**src/design/oam_regs_pkg.sv**
```systemverilog
// Purpose: shared constants for the maintenance sublayer register slice
// Assumes: 8-bit management register port, one clock, async active-low reset
// Notes: offsets are byte addresses on the management port
// Contract
// - remote address byte replaces frame bits 39:32
// - mode 10 makes byte2 the target address
// - remote data byte replaces frame bits 47:40
// - mode 10 makes byte3 the access data
// - tx counter counts valid sent frames, 0..255
// - rx counter counts good, valid received frames
// - writing zero to clear register zeroes counters
// - mirror follows partner status while link up
// - status bit6 is one on terminal side
// - status bit5 is one in loopback states
// - bit4 notify select: cpu center, pin terminal
// - bit3 diag fail: pin terminal, cpu center
// - bit2 copper down, resets one, side dependent
// - bit1 one when optical signal absent
// - bit0 power-down, inverse of power-down pin
package oam_regs_pkg;
  // ==========================================
  // widths and offsets
  localparam int unsigned REG_W = 8;
  localparam logic [7:0] OFF_REMOTE_ADDR = 8'h4b;
  localparam logic [7:0] OFF_REMOTE_DATA = 8'h4c;
  localparam logic [7:0] OFF_TX_COUNT = 8'h4d;
  localparam logic [7:0] OFF_RX_COUNT = 8'h4e;
  localparam logic [7:0] OFF_MIRROR = 8'h4f;
  localparam logic [7:0] OFF_STATUS = 8'h50;
  localparam logic [7:0] OFF_CNT_CLEAR = 8'h44;
  // ==========================================
  // values
  localparam logic [7:0] CNT_CLEAR_VALUE = 8'h00;
  localparam logic [7:0] REMOTE_RST = 8'h00;
  localparam logic [7:0] COUNT_RST = 8'h00;
  localparam logic [7:0] MIRROR_RST_TERM = 8'h07;
  localparam logic [7:0] MIRROR_RST_CENTER = 8'h47;
  localparam logic [7:0] STATUS_RST = 8'h06;
  localparam logic [7:0] UNMAPPED_RDATA = 8'h00;
  localparam logic [1:0] MODE_EXTENDED = 2'h2;
  // ==========================================
  // status bit positions
  localparam int unsigned ST_SPEED = 7;
  localparam int unsigned ST_ROLE = 6;
  localparam int unsigned ST_LOOP = 5;
  localparam int unsigned ST_NOTIFY = 4;
  localparam int unsigned ST_DIAG = 3;
  localparam int unsigned ST_COPPER = 2;
  localparam int unsigned ST_OPT_ABSENT = 1;
  localparam int unsigned ST_PDN = 0;
endpackage

```
**src/design/maint_frame_counter.sv**
```systemverilog
// Purpose: saturating event counter for maintenance frames
// Assumes: event and clear are one-cycle synchronous pulses
// Notes: an event in the clear cycle counts, so it is not lost
`timescale 1ns/1ps
module maint_frame_counter import oam_regs_pkg::*; #(
  parameter int unsigned WIDTH = REG_W
) (
  input wire logic i_clk,
  input wire logic i_rstn,
  input wire logic i_event,
  input wire logic i_clear,
  output logic [WIDTH-1:0] o_count
);
  typedef struct packed {
    logic [WIDTH-1:0] count;
  } cnt_t;

  cnt_t c_q;
  cnt_t c_d;

  if (WIDTH < 1 || WIDTH > REG_W) begin : g_width_check
    $error("counter width must be 1..8");
  end

  // ==========================================
  // next state
  always_comb begin
    c_d = c_q;
    if (i_clear) begin
      c_d.count = i_event ? WIDTH'(1) : '0;
    end else if (i_event && c_q.count != '1) begin
      // stops at all ones rather than wrapping past the top value
      c_d.count = c_q.count + WIDTH'(1);
    end
  end

  always_ff @(posedge i_clk or negedge i_rstn) begin
    if (!i_rstn) begin
      c_q <= '0;
    end else begin
      c_q <= c_d;
    end
  end

  assign o_count = c_q.count;
endmodule

```
**src/design/remote_cmd_frame_mux.sv**
```systemverilog
// Purpose: remote command bytes into outgoing maintenance frame fields
// Assumes: model info bytes and mode field come from neighbouring registers
// Notes: outputs settle one clock after their inputs
`timescale 1ns/1ps
module remote_cmd_frame_mux import oam_regs_pkg::*; (
  input wire logic i_clk,
  input wire logic i_rstn,
  input wire logic i_remote_cmd_issue,
  input wire logic [1:0] i_op_mode,
  input wire logic [7:0] i_remote_addr,
  input wire logic [7:0] i_remote_data,
  input wire logic [7:0] i_model_info_2,
  input wire logic [7:0] i_model_info_3,
  output logic [7:0] o_frame_byte_39_32,
  output logic [7:0] o_frame_byte_47_40,
  output logic o_ext_access,
  output logic [7:0] o_ext_addr,
  output logic [7:0] o_ext_data
);
  typedef struct packed {
    logic [7:0] b39;
    logic [7:0] b47;
    logic ext;
    logic [7:0] ea;
    logic [7:0] ed;
  } mux_t;

  mux_t m_q;
  mux_t m_d;

  // ==========================================
  // field selection
  always_comb begin
    m_d = m_q;
    m_d.b39 = i_remote_cmd_issue ? i_remote_addr : i_model_info_2;
    m_d.b47 = i_remote_cmd_issue ? i_remote_data : i_model_info_3;
    m_d.ext = (i_op_mode == MODE_EXTENDED);
    if (i_op_mode == MODE_EXTENDED) begin
      m_d.ea = i_remote_addr;
      m_d.ed = i_remote_data;
    end
  end

  always_ff @(posedge i_clk or negedge i_rstn) begin
    if (!i_rstn) begin
      m_q <= '0;
    end else begin
      m_q <= m_d;
    end
  end

  assign o_frame_byte_39_32 = m_q.b39;
  assign o_frame_byte_47_40 = m_q.b47;
  assign o_ext_access = m_q.ext;
  assign o_ext_addr = m_q.ea;
  assign o_ext_data = m_q.ed;
endmodule

```
**src/design/oam_remote_cmd_status_regs.sv**
```systemverilog
// Purpose: remote command, frame counter, mirror and local status registers
// Assumes: management port strobes are one-cycle, synchronous to i_clk
// Notes: pin-derived reset values are loaded at the first edge after release
`timescale 1ns/1ps
module oam_remote_cmd_status_regs import oam_regs_pkg::*; (
  input wire logic i_clk,
  input wire logic i_rstn,
  input wire logic i_reg_wr,
  input wire logic i_reg_rd,
  input wire logic [7:0] i_reg_addr,
  input wire logic [7:0] i_reg_wdata,
  input wire logic i_terminal_role,
  input wire logic i_center_loop_state_one,
  input wire logic i_center_loop_state_two,
  input wire logic i_terminal_loop_state_one,
  input wire logic i_link_speed,
  input wire logic i_loss_notify_pin,
  input wire logic i_diag_fail_pin,
  input wire logic i_copper_link_down,
  input wire logic i_optical_signal_absent,
  input wire logic i_powerdown_pin_n,
  input wire logic i_optical_link_up,
  input wire logic [7:0] i_partner_status,
  input wire logic i_tx_frame_sent,
  input wire logic i_rx_frame_valid,
  input wire logic i_remote_cmd_issue,
  input wire logic [1:0] i_op_mode,
  input wire logic [7:0] i_model_info_2,
  input wire logic [7:0] i_model_info_3,
  output logic [7:0] o_reg_rdata,
  output logic [7:0] o_local_status,
  output logic [7:0] o_partner_mirror,
  output logic [7:0] o_tx_count,
  output logic [7:0] o_rx_count,
  output logic [7:0] o_frame_byte_39_32,
  output logic [7:0] o_frame_byte_47_40,
  output logic o_ext_access,
  output logic [7:0] o_ext_addr,
  output logic [7:0] o_ext_data
);
  typedef struct packed {
    logic [7:0] addr;
    logic [7:0] data;
    logic [7:0] mirror;
    logic [7:0] status;
    logic [7:0] rdata;
    logic started;
  } regs_t;

  localparam regs_t REGS_RST = '{
    addr: REMOTE_RST,
    data: REMOTE_RST,
    mirror: MIRROR_RST_TERM,
    status: STATUS_RST,
    rdata: UNMAPPED_RDATA,
    started: 1'b0
  };

  regs_t r_q;
  regs_t r_d;
  logic cnt_clear;
  logic [7:0] tx_count;
  logic [7:0] rx_count;

  // ==========================================
  // counters
  // clear only on a write of the exact clear value; other writes are ignored
  assign cnt_clear = i_reg_wr && i_reg_addr == OFF_CNT_CLEAR && i_reg_wdata == CNT_CLEAR_VALUE;

  maint_frame_counter #(.WIDTH(REG_W)) u_tx_count (
    .i_clk(i_clk),
    .i_rstn(i_rstn),
    .i_event(i_tx_frame_sent),
    .i_clear(cnt_clear),
    .o_count(tx_count)
  );

  maint_frame_counter #(.WIDTH(REG_W)) u_rx_count (
    .i_clk(i_clk),
    .i_rstn(i_rstn),
    .i_event(i_rx_frame_valid),
    .i_clear(cnt_clear),
    .o_count(rx_count)
  );

  // ==========================================
  // frame field substitution
  remote_cmd_frame_mux u_frame_mux (
    .i_clk(i_clk),
    .i_rstn(i_rstn),
    .i_remote_cmd_issue(i_remote_cmd_issue),
    .i_op_mode(i_op_mode),
    .i_remote_addr(r_q.addr),
    .i_remote_data(r_q.data),
    .i_model_info_2(i_model_info_2),
    .i_model_info_3(i_model_info_3),
    .o_frame_byte_39_32(o_frame_byte_39_32),
    .o_frame_byte_47_40(o_frame_byte_47_40),
    .o_ext_access(o_ext_access),
    .o_ext_addr(o_ext_addr),
    .o_ext_data(o_ext_data)
  );

  // ==========================================
  // register next state
  always_comb begin
    r_d = r_q;
    r_d.started = 1'b1;
    if (i_reg_wr && i_reg_addr == OFF_REMOTE_ADDR) begin
      r_d.addr = i_reg_wdata;
    end
    if (i_reg_wr && i_reg_addr == OFF_REMOTE_DATA) begin
      r_d.data = i_reg_wdata;
    end
    // reset value depends on the role strap, so it is taken after release
    if (!r_q.started) begin
      r_d.mirror = i_terminal_role ? MIRROR_RST_TERM : MIRROR_RST_CENTER;
    end else if (i_optical_link_up) begin
      r_d.mirror = i_partner_status;
    end
    r_d.status[ST_SPEED] = i_link_speed;
    r_d.status[ST_ROLE] = i_terminal_role;
    r_d.status[ST_LOOP] = i_center_loop_state_one | i_center_loop_state_two | i_terminal_loop_state_one;
    r_d.status[ST_OPT_ABSENT] = i_optical_signal_absent;
    r_d.status[ST_PDN] = ~i_powerdown_pin_n;
    if (!r_q.started) begin
      r_d.status[ST_DIAG] = i_diag_fail_pin;
    end
    if (i_terminal_role) begin
      r_d.status[ST_NOTIFY] = i_loss_notify_pin;
      r_d.status[ST_DIAG] = i_diag_fail_pin;
      r_d.status[ST_COPPER] = i_copper_link_down;
    end else if (r_q.started && i_reg_wr && i_reg_addr == OFF_STATUS) begin
      r_d.status[ST_NOTIFY] = i_reg_wdata[ST_NOTIFY];
      r_d.status[ST_DIAG] = i_reg_wdata[ST_DIAG];
      r_d.status[ST_COPPER] = i_reg_wdata[ST_COPPER];
    end
    if (i_reg_rd) begin
      unique case (i_reg_addr)
        OFF_REMOTE_ADDR: r_d.rdata = r_q.addr;
        OFF_REMOTE_DATA: r_d.rdata = r_q.data;
        OFF_TX_COUNT: r_d.rdata = tx_count;
        OFF_RX_COUNT: r_d.rdata = rx_count;
        OFF_MIRROR: r_d.rdata = r_q.mirror;
        OFF_STATUS: r_d.rdata = r_q.status;
        default: r_d.rdata = UNMAPPED_RDATA;
      endcase
    end
  end

  always_ff @(posedge i_clk or negedge i_rstn) begin
    if (!i_rstn) begin
      r_q <= REGS_RST;
    end else begin
      r_q <= r_d;
    end
  end

  assign o_reg_rdata = r_q.rdata;
  assign o_local_status = r_q.status;
  assign o_partner_mirror = r_q.mirror;
  assign o_tx_count = tx_count;
  assign o_rx_count = rx_count;
endmodule

```
**config.mk**
```make
export PLATFORM = sky130hd
export DESIGN_NAME = oam_remote_cmd_status_regs
export DESIGN_NICKNAME = d
export VERILOG_FILES = /design/src/design/oam_regs_pkg.sv /design/src/design/maint_frame_counter.sv /design/src/design/remote_cmd_frame_mux.sv /design/src/design/oam_remote_cmd_status_regs.sv
export SDC_FILE = /design/constraint.sdc
export NUM_CORES = 1
export LEC_CHECK = 0
export ABC_AREA = 1
export ABC_CLOCK_PERIOD_IN_PS = 3900
export BUFFER_PORTS_ARGS = -buffer_cell sky130_fd_sc_hd__buf_2
export CORE_UTILIZATION = 55
export CTS_CLUSTER_DIAMETER = 40
export DETAILED_ROUTE_END_ITERATION = 10
export GPL_TIMING_DRIVEN = 0
export HOLD_SLACK_MARGIN = 0.15
export MAX_ROUTING_LAYER = met4
export PLACE_DENSITY_LB_ADDON = 0.15
export SYNTH_ARGS = -nofsm -noshare
export SYNTH_HDL_FRONTEND = slang
export SYNTH_SLANG_ARGS = --single-unit
```
**constraint.sdc**
```tcl
create_clock -name i_clk -period 3.9 [get_ports i_clk]
set_input_delay 0.585 -clock i_clk [delete_from_list [all_inputs] [get_ports i_clk]]
set_output_delay 0.585 -clock i_clk [all_outputs]
set_load 0.05 [all_outputs]
```
==> run summary, run 1 <==
Status: finished, final reports clean
Hold Fails Final Rpt: 0
Cell variety after synth: 33
Cts hold-fix bufs: 0
Most common cell after layout, fill and taps aside: buf_2
Fmax: 536.3 MHz
Max cap viols: 0
Flops & latches, synth: 90
CP Depth: 2
Beginning of the critical path: o_partner_mirror[1]
Worst Hold Class: primary input to async pin
Worst Setup End Kind: output port
Reg2reg start: u_rx_count.o_count[0]
CTS clk-pin slew, worst paths: 0.10 ns
R2R setup slack: 2.25 ns
Post-synth top flop: dfrtp_1
Worst VDD drop: 0.2744 mV
# rows: 32
PwrDens: 504.2 mW/mm^2
TritonCTS clock tree: done
Drt wl/cell: 14.00 um
Syn Inst Count: 572
Static leakage: 0.003008 uW
# IOs: 133
Setup CP Type: register to output port
Clock Latency Late Sink: 0.36 ns
Register area: 0.002258 sq mm
Core footprint: 0.007848 sq mm
Area growth, synth to finish: 22.42%
Worst slew pin tran: 0.5450 ns
RSZ-0062 raised after global routing: no
Detailed Route WL: 11510 um
WP data arrival: 1.28 ns
H-tree level count: 3
CTS Buf Count: 9
IO buf count: 131
Post-synth top area share: 0.4710
Die area: 0.008577 sq mm
Fill cells: 667
Initial antenna violation count: 0
Nets@finish: 777
Seq/Total Area, Yosys: 0.5001
Tcrit/Tclk final: 0.4781
Worst setup SP type: register
First-pass DRT Iterations: 7
Net Count, Synth: 634
Slew Limit Fails: 0
Critical path's top delay family: flip-flops
Crit Reg-Reg Endpoint: u_rx_count.o_count[6]
Largest net degree at the start of global routing: 52
Final setup viols: 0
Starting density of the core: 0.5754
Syn avg cell area: 7.894 sq um
Min Clock Period, post-route: 1.865 ns
Antenna viol nets, final: 0
Top cells by area in the synthesized netlist: dfrtp_1 47%, nand2_1 10%, nand3_1 8.8%
Total congestion overflow: 0
Leading area contributor after synthesis: dfrtp_1
Vias: 4251
Clock root buffer: clkbuf_8
Worst Skew: 0.01084 ns
CP bufs+invs: 2
Diode count: 0
Critical Path Sink: o_partner_mirror[1]
# DRC: 0
Area of the multi-input gates: 0.001773 sq mm
Die X: 92.61 um
Clock sinks: 90
Synth Warn #: 0
Global Route Usage Sum: 0.2932
Commonest cells after routing, fill and taps aside: 136 x buf_2, 123 x nand2_1, 85 x dfrtp_1, 79 x nand3_1, 75 x nor2_1
Clock Path Buffers: 2
Setup TNS: 0 ns
Share of layout cells above drive strength 1: 0.2750
Via-per-instance ratio: 5.172
Final GP Congestion: 0.8575
Cell breakdown of the critical path: buf_4, buf_2
Postcts setup bufs: 0
EDFF count, synth: 0
Global-route wire length before repair: 19110 um
R2R depth: 8
Max incr delay on CP: 0.57 ns
Async set-reset flop share out of synthesis: 1.000
Iteration-0 DRC count of the detailed router: 335
Vias in the first global route: 4094
Die H: 92.61 um
PostCTS Resize Cnt: 0
CP max FO: 3
Post-layout util: 0.7044
Syn Std Cell Area: 0.004516 sq mm
Slowest stage cell, crit path: dfstp_2
Worst path required time: 3.31 ns
Normalized max-slew margin: 0.6367
DP HPWL: 8916 um
-- power breakdown --
part	internal [uW]	switching (uW)	total, uW
clock	302	351	653
combinational	240	696	935
sequential	1060	138	1200
total	1600	1180	2790
-- worst register-to-register path, stage by stage, from the launching register on --
cell and delay, ns:
dfrtp_1 0.45, ha_1 0.26, nand2_1 0.09, inv_1 0.06
nand3_1 0.12, nand2_1 0.20, o21ai_0 0.24, nand2_1 0.07
nor2_1 0.09
-- routing by layer --
layer	global-route usage	vias to the layer above	part of all wire
met3	0.06814	17	0.068
met5	-	-	0
met4	0.07564	0	0.016
met2	0.4580	149	0.47
met1	0.3895	1979	0.45
li1	-	2106	-
-- cell usage after synthesis (all sizes together), types with 2 or more instances --
cell / number
xor2: 2
a21oi: 28
nand4: 8
dfstp: 5
nor3: 3
nand2: 125
a22o: 4
buf: 32
nand3: 80
ha: 2
dfrtp: 85
clkbuf: 6
nor2: 83
inv: 63
o21ai: 38
-- area by class of cell --
cell class              instances  share of cell area
plain buffers                  38             0.04482
clock buffers                   9             0.02241
clock inverters                 7             0.01358
inverters                      63             0.04278
multi-input cells             381              0.3207
flip-flops and latches         90              0.4086
well taps                     102             0.02309
repair buffers                132              0.1240
-- cell families (layout without fill, tap and decap cells) --
kind of cell	Yosys count	count (layout)	synth area share
AND/OR/NAND/NOR	303	303	0.2968
buffers and inverters	101	249	0.1072
flip-flops	90	90	0.5001
AO/OA/AOI/OAI	73	73	0.08562
adder cells (fa/ha/maj)	2	2	0.005541
XOR/XNOR	2	2	0.003880
other	1	1	0.0008305
-- state kept, by name, indices dropped and copies added, names as in the netlist --
name,count
u_frame_mux.o_ext_addr,8
o_reg_rdata,8
u_frame_mux.o_frame_byte_47_40,8
u_frame_mux.o_frame_byte_39_32,8
u_frame_mux.o_ext_access,1
u_rx_count.o_count,8
o_partner_mirror,8
r_q,17
u_tx_count.o_count,8
o_local_status,8
u_frame_mux.o_ext_data,8
-- through the flow --
stage	area (sq um)	hold WS, ns	setup WS (ns)	cells	power [uW]
after floorplan	4516	0.2894	2.194	572	1878
after global placement	5299	0.4626	1.471	805	2123
after detailed placement	5329	0.4758	2.062	806	2150
after CTS	5528	0.2067	2.037	822	2794
after global routing	5528	0.2182	1.997	822	2929
final	5528	0.1921	2.036	822	2787
-- worst min-delay path by stage --
stage	slack, ns	endpoint
after global placement	0.46	u_frame_mux.o_ext_data[0]
after global routing	0.22	u_frame_mux.o_frame_byte_47_40[4]
after CTS	0.21	u_frame_mux.o_frame_byte_47_40[4]
after floorplan	0.29	o_local_status[0]
final	0.19	u_frame_mux.o_ext_data[4]
after detailed placement	0.48	o_partner_mirror[1]
Note: power is estimated with default switching activity, not from simulation.
==> inputs of run 2 (changes only) <==
Settings changed: ABC_CLOCK_PERIOD_IN_PS 3900 to 1600, CORE_UTILIZATION 55 to 47.
Clock period 3.9 ns to 1.6 ns, I/O delays scaled along.
==> run summary, run 2 (synthesis results as in run 1) <==
Min Clock Period, post-route: 1.515 ns
# DRC: 0 (unchanged)
Worst slew pin tran: 0.5076 ns (was 0.5450 ns)
CP max FO: 3 (unchanged)
RSZ-0062 raised after global routing: no (unchanged)
Global-route wire length before repair: 20290 um (was 19110 um)
Static leakage: 0.003200 uW (was 0.003008 uW)
PwrDens: 1146 mW/mm^2 (was 504.2 mW/mm^2)
Slowest stage cell, crit path: dfstp_2 (unchanged)
Max FFs per register: 17 (unchanged)
Hold Fails Final Rpt: 0 (unchanged)
Clock Path Buffers: 2 (unchanged)
Pre-CTS WS: 0.08857 ns (was 2.062 ns)
DP HPWL: 8829 um (was 8916 um)
Fmax: 660.0 MHz
Via-per-instance ratio: 4.920 (was 5.172)
Clock Latency Late Sink: 0.37 ns (was 0.36 ns)
Final setup viols: 0 (unchanged)
Detailed Route WL: 12210 um (was 11510 um)
Status: finished, final reports clean (unchanged)
Cell breakdown of the critical path: buf_4, buf_2 (unchanged)
Max cap viols: 0 (unchanged)
Final worst setup slack: 0.08474 ns (was 2.036 ns)
IO buf count: 131 (unchanged)
Most common cell after layout, fill and taps aside: buf_2 (unchanged)
Initial antenna violation count: 0 (unchanged)
Diode count: 0 (unchanged)
TritonCTS clock tree: done (unchanged)
Worst Setup End Kind: output port (unchanged)
Vias in the first global route: 4293 (was 4094)
Area growth, synth to finish: 33.89% (was 22.42%)
# rows: 35 (was 32)
Core footprint: 0.009284 sq mm (was 0.007848 sq mm)
Worst Hold Class: primary input to register (was primary input to async pin)
Iteration-0 DRC count of the detailed router: 271 (was 335)
First-pass DRT Iterations: 5 (was 7)
Normalized max-slew margin: 0.6616 (was 0.6367)
Die area: 0.01000 sq mm (was 0.008577 sq mm)
Clock sinks: 90 (unchanged)
Die X: 100.0 um (was 92.61 um)
Setup CP Type: register to output port (unchanged)
Commonest cells after routing, fill and taps aside: 135 x buf_2, 121 x nand2_1, 81 x dfrtp_1, 79 x nand3_1, 74 x nor2_1 (was 136 x buf_2, 123 x nand2_1, 85 x dfrtp_1, 79 x nand3_1, 75 x nor2_1)
Starting density of the core: 0.4864 (was 0.5754)
Antenna viol nets, final: 0 (unchanged)
Worst VDD drop: 0.5288 mV (was 0.2744 mV)
Largest reg by FF count: r_q (unchanged)
Hold WS: 0.1684 ns (was 0.1921 ns)
CTS Buf Count: 9 (unchanged)
Largest net degree at the start of global routing: 69 (was 52)
Setup TNS: 0 ns (unchanged)
Global Route Usage Sum: 0.2659 (was 0.2932)
Max incr delay on CP: 0.56 ns (was 0.57 ns)
Drt wl/cell: 13.63 um (was 14.00 um)
Worst Skew: 0.009127 ns (was 0.01084 ns)
# IOs: 133 (unchanged)
Placed cell count: 833 (was 806)
Slew Limit Fails: 0 (unchanged)
Tcrit/Tclk final: 0.9470
Non-Filler Instances: 896 (was 822)
Vias: 4408 (was 4251)
Clock root buffer: clkbuf_8 (unchanged)
H-tree level count: 3 (unchanged)
Final GP Congestion: 0.8925 (was 0.8575)
Nets@finish: 824 (was 777)
Total power: 6930 uW (was 2787 uW)
Worst path required time: 1.36 ns (was 3.31 ns)
Share of layout cells above drive strength 1: 0.2699 (was 0.2750)
CTS clk-pin slew, worst paths: 0.09 ns (was 0.10 ns)
WP data arrival: 1.28 ns (about the same)
Worst setup SP type: register (unchanged)
Die H: 100.0 um (was 92.61 um)
Total congestion overflow: 0 (unchanged)
## run 2: cell types whose count changed in the layout (fill, tap and decap cells not counted), moves of 2 or more
| cell | delta |
|---|---|
| nand2_2 | +2 |
| dlygate4sd3_1 | +46 |
| dfrtp_2 | +4 |
| buf_4 | +2 |
| nand2_1 | -2 |
| dfrtp_1 | -4 |
## run 2: final cells by class
cell class	count	area, sq um
well taps	129	161.4
repair buffers	179	1154
fillers	839	3238
clock buffers	9	123.9
plain buffers	38	250.2
clock inverters	7	76.32
flip-flops and latches	90	2263
multi-input cells	381	1780
inverters	63	236.5
## run 2: per-layer routing
metal | vias up | GRT usage | routed length (um)
li1 | 2198 | - | -
met1 | 2046 | 0.3612 | 5665
met2 | 148 | 0.4196 | 5814
met3 | 16 | 0.04178 | 598
met4 | 0 | 0.06800 | 131
met5 | - | - | 0
## run 2: worst paths after layout
kind	endpoint	from	cells after the start	slack, ns
max	o_partner_mirror[0]	o_partner_mirror[0]	2	0.08
min	o_partner_mirror[1]	i_optical_link_up	3	0.17
max reg2reg	u_rx_count.o_count[6]	u_rx_count.o_count[0]	8	0.11
min reg2reg	o_partner_mirror[2]	o_partner_mirror[2]	2	0.48
max in group asynchronous	o_local_status[1]	i_rstn	3	0.61
min in group asynchronous	u_frame_mux.o_ext_data[2]	i_rstn	2	0.31
## run 2: what timing repair did
action / in CTS / in global routing
setup endpoints to repair: 0 / 13
hold endpoints to repair: 115 / 0
hold buffers: 46 / 0
setup buffers: 0 / 1
resized for setup: 0 / 7
## run 2: worst max-delay path, delay by kind of cell, from the launching register on
| kind | cells | cell delay [ns] |
|---|---|---|
| flops | 1 | 0.56 |
| buf+inv | 2 | 0.35 |
## run 2: power breakdown
group | internal (uW) | switching, uW | leakage, uW
Combinational | 660 | 1720 | 0.00204
Sequential | 2590 | 347 | 0.00106
Clock | 739 | 875 | 0.000102
## run 2: stage by stage
stage | utilization | area, sq um
global route | 0.6512 | 6046
floorplan | - | 4521
finish | 0.6512 | 6046
detailed placement | 0.5782 | 5368
global placement | 0.5749 | 5338
CTS | 0.6493 | 6028
==> inputs of run 3 (changes only) <==
Settings changed: ABC_CLOCK_PERIOD_IN_PS 1600 to 1900, CORE_UTILIZATION 47 to 55.
Clock period 1.6 ns to 1.9 ns, I/O delays scaled along.
==> run summary, run 3 (synthesis results as in run 1) <==
Largest net degree at the start of global routing: 52 (was 69)
Diode count: 0 (unchanged)
Hold depth: 2 (was 3)
H-tree level count: 3 (unchanged)
Hold WS: 0.1599 ns (was 0.1684 ns)
Most common cell after layout, fill and taps aside: buf_2 (unchanged)
P_sw: 2434 uW (was 2939 uW)
CTS Buf Count: 9 (unchanged)
Min Clock Period, post-route: 1.647 ns
Reg power frac: 0.428 (was 0.424)
Cell breakdown of the critical path: ha_1, nand2_1, inv_1, nand3_1, nand2_1, o21ai_0, nand2_1, nor2_1 (was buf_4, buf_2)
Iteration-0 DRC count of the detailed router: 306 (was 271)
Worst slew pin tran: 0.5343 ns (was 0.5076 ns)
Detailed Route WL: 11770 um (was 12210 um)
Clock sinks: 90 (unchanged)
Largest reg by FF count: r_q (unchanged)
WP data arrival: 1.95 ns (was 1.28 ns)
PwrDens: 1008 mW/mm^2 (was 1146 mW/mm^2)
Die H: 92.61 um (was 100.0 um)
Max FFs per register: 17 (unchanged)
Slowest stage cell, crit path: dfrtp_1 (was dfstp_2)
Static leakage: 0.003079 uW (was 0.003200 uW)
DP HPWL: 8916 um (was 8829 um)
Max incr delay on CP: 0.45 ns (was 0.56 ns)
Post-layout util: 0.7261 (was 0.6512)
Final GP Congestion: 0.8575 (was 0.8925)
Critical path's top delay family: simple AND/OR/NAND/NOR gates (was flip-flops)
Worst path required time: 2.20 ns (was 1.36 ns)
# DRC: 0 (unchanged)
Status: finished, final reports clean (unchanged)
Setup CP Type: register to register (was register to output port)
Antenna viol nets, final: 0 (unchanged)
# rows: 32 (was 35)
Total congestion overflow: 0 (unchanged)
Sw Ratio: 0.4235 (was 0.4241)
RSZ-0062 raised after global routing: no (unchanged)
Die area: 0.008577 sq mm (was 0.01000 sq mm)
Non-Filler Instances: 839 (was 896)
Vias: 4346 (was 4408)
Worst Setup End Kind: register (was output port)
# IOs: 133 (unchanged)
Top cell by count, worst path: nand2_1
Global Route Usage Sum: 0.2990 (was 0.2659)
Worst Skew: 0.01173 ns (was 0.009127 ns)
Hold Fails Final Rpt: 0 (unchanged)
CTS clk-pin slew, worst paths: 0.09 ns (about the same)
Worst VDD drop: 0.5635 mV (was 0.5288 mV)
Core footprint: 0.007848 sq mm (was 0.009284 sq mm)
Clock Latency Late Sink: 0.36 ns (was 0.37 ns)
Max cap viols: 0 (unchanged)
Setup TNS: 0 ns (unchanged)
Slew Limit Fails: 0 (unchanged)
Drt wl/cell: 14.03 um (was 13.63 um)
Fmax: 607.2 MHz
Tcrit/Tclk final: 0.8669
Worst setup SP type: register (unchanged)
Die X: 92.61 um (was 100.0 um)
IO buf count: 131 (unchanged)
First-pass DRT Iterations: 7 (was 5)
Fill cells: 641 (was 839)
CP max FO: 9 (was 3)
Comb power frac: 0.339 (was 0.343)
Share of layout cells above drive strength 1: 0.2687 (was 0.2699)
Clock Path Buffers: 2 (unchanged)
Normalized max-slew margin: 0.6438 (was 0.6616)
R2R depth: 8 (unchanged)
Initial antenna violation count: 0 (unchanged)
Final setup viols: 0 (unchanged)
Clock root buffer: clkbuf_8 (unchanged)
Placed cell count: 806 (was 833)
Vias in the first global route: 4218 (was 4293)
Via-per-instance ratio: 5.180 (was 4.920)
Nets@finish: 794 (was 824)
Postcts setup bufs: 0 (unchanged)
Final worst setup slack: 0.2530 ns (was 0.08474 ns)
CP Depth: 8 (was 2)
Worst Hold Class: primary input to register (unchanged)
TritonCTS clock tree: done (unchanged)
Pre-CTS WS: 0.2925 ns (was 0.08857 ns)
Internal power: 3312 uW (was 3991 uW)
Global-route wire length before repair: 19530 um (was 20290 um)
Area growth, synth to finish: 26.18% (was 33.89%)
Starting density of the core: 0.5754 (was 0.4864)
Clock power share: 0.233 (about the same)
CP bufs+invs: 1 (was 2)
Commonest cells after routing, fill and taps aside: 136 x buf_2, 123 x nand2_1, 85 x dfrtp_1, 79 x nand3_1, 75 x nor2_1 (was 135 x buf_2, 121 x nand2_1, 81 x dfrtp_1, 79 x nand3_1, 74 x nor2_1)
==> run 3: final timing paths <==
path                       slack [ns]                  start                           endpoint
max in group asynchronous        0.78                 i_rstn                o_partner_mirror[0]
min in group asynchronous        0.43                 i_rstn  u_frame_mux.o_frame_byte_47_40[4]
max                              0.25  u_rx_count.o_count[0]              u_rx_count.o_count[6]
max reg2reg                      0.25  u_rx_count.o_count[0]              u_rx_count.o_count[6]
min                              0.16    i_partner_status[5]                o_partner_mirror[5]
min reg2reg                      0.50    o_partner_mirror[0]                o_partner_mirror[0]
==> run 3: cell type report <==
type	instances	area (sq um)	share of cell area
buffer	38	247.7	0.04348
clock buffer	9	123.9	0.02174
clock inverter	7	75.07	0.01318
inverter	63	236.5	0.04150
multi-input combinational	381	1773	0.3112
sequential	90	2258	0.3964
tap	102	127.6	0.02240
timing repair buffer	149	855.8	0.1502
==> run 3: what timing repair did <==
| item | 4_1_cts | 5_1_grt |
|---|---|---|
| hold buffers | 16 | 1 |
| hold endpoints to repair | 50 | 1 |
| resized for setup | 0 | 0 |
==> run 3: power groups by stage <==
stage	combinational (uW)	sequential [uW]	clock, uW
finish	1950	2460	1340
global route	2100	2510	1440
CTS	1950	2450	1360
detailed placement	1920	2490	0
global placement	1870	2490	0
floorplan	721	3130	0
==> run 3: routing by layer <==
layer | share of wire | GRT usage | up-vias
met5 | 0 | - | -
met4 | 0.014 | 0.07564 | 0
met3 | 0.063 | 0.06814 | 14
met2 | 0.47 | 0.4722 | 147
met1 | 0.45 | 0.3944 | 2044
li1 | - | - | 2141
==> run 3: through the flow <==
stage               cell area (sq um)  power [uW]
floorplan                        4516        3855
global placement                 5299        4359
detailed placement               5329        4413
CTS                              5688        5761
global route                     5698        6042
finish                           5698        5746
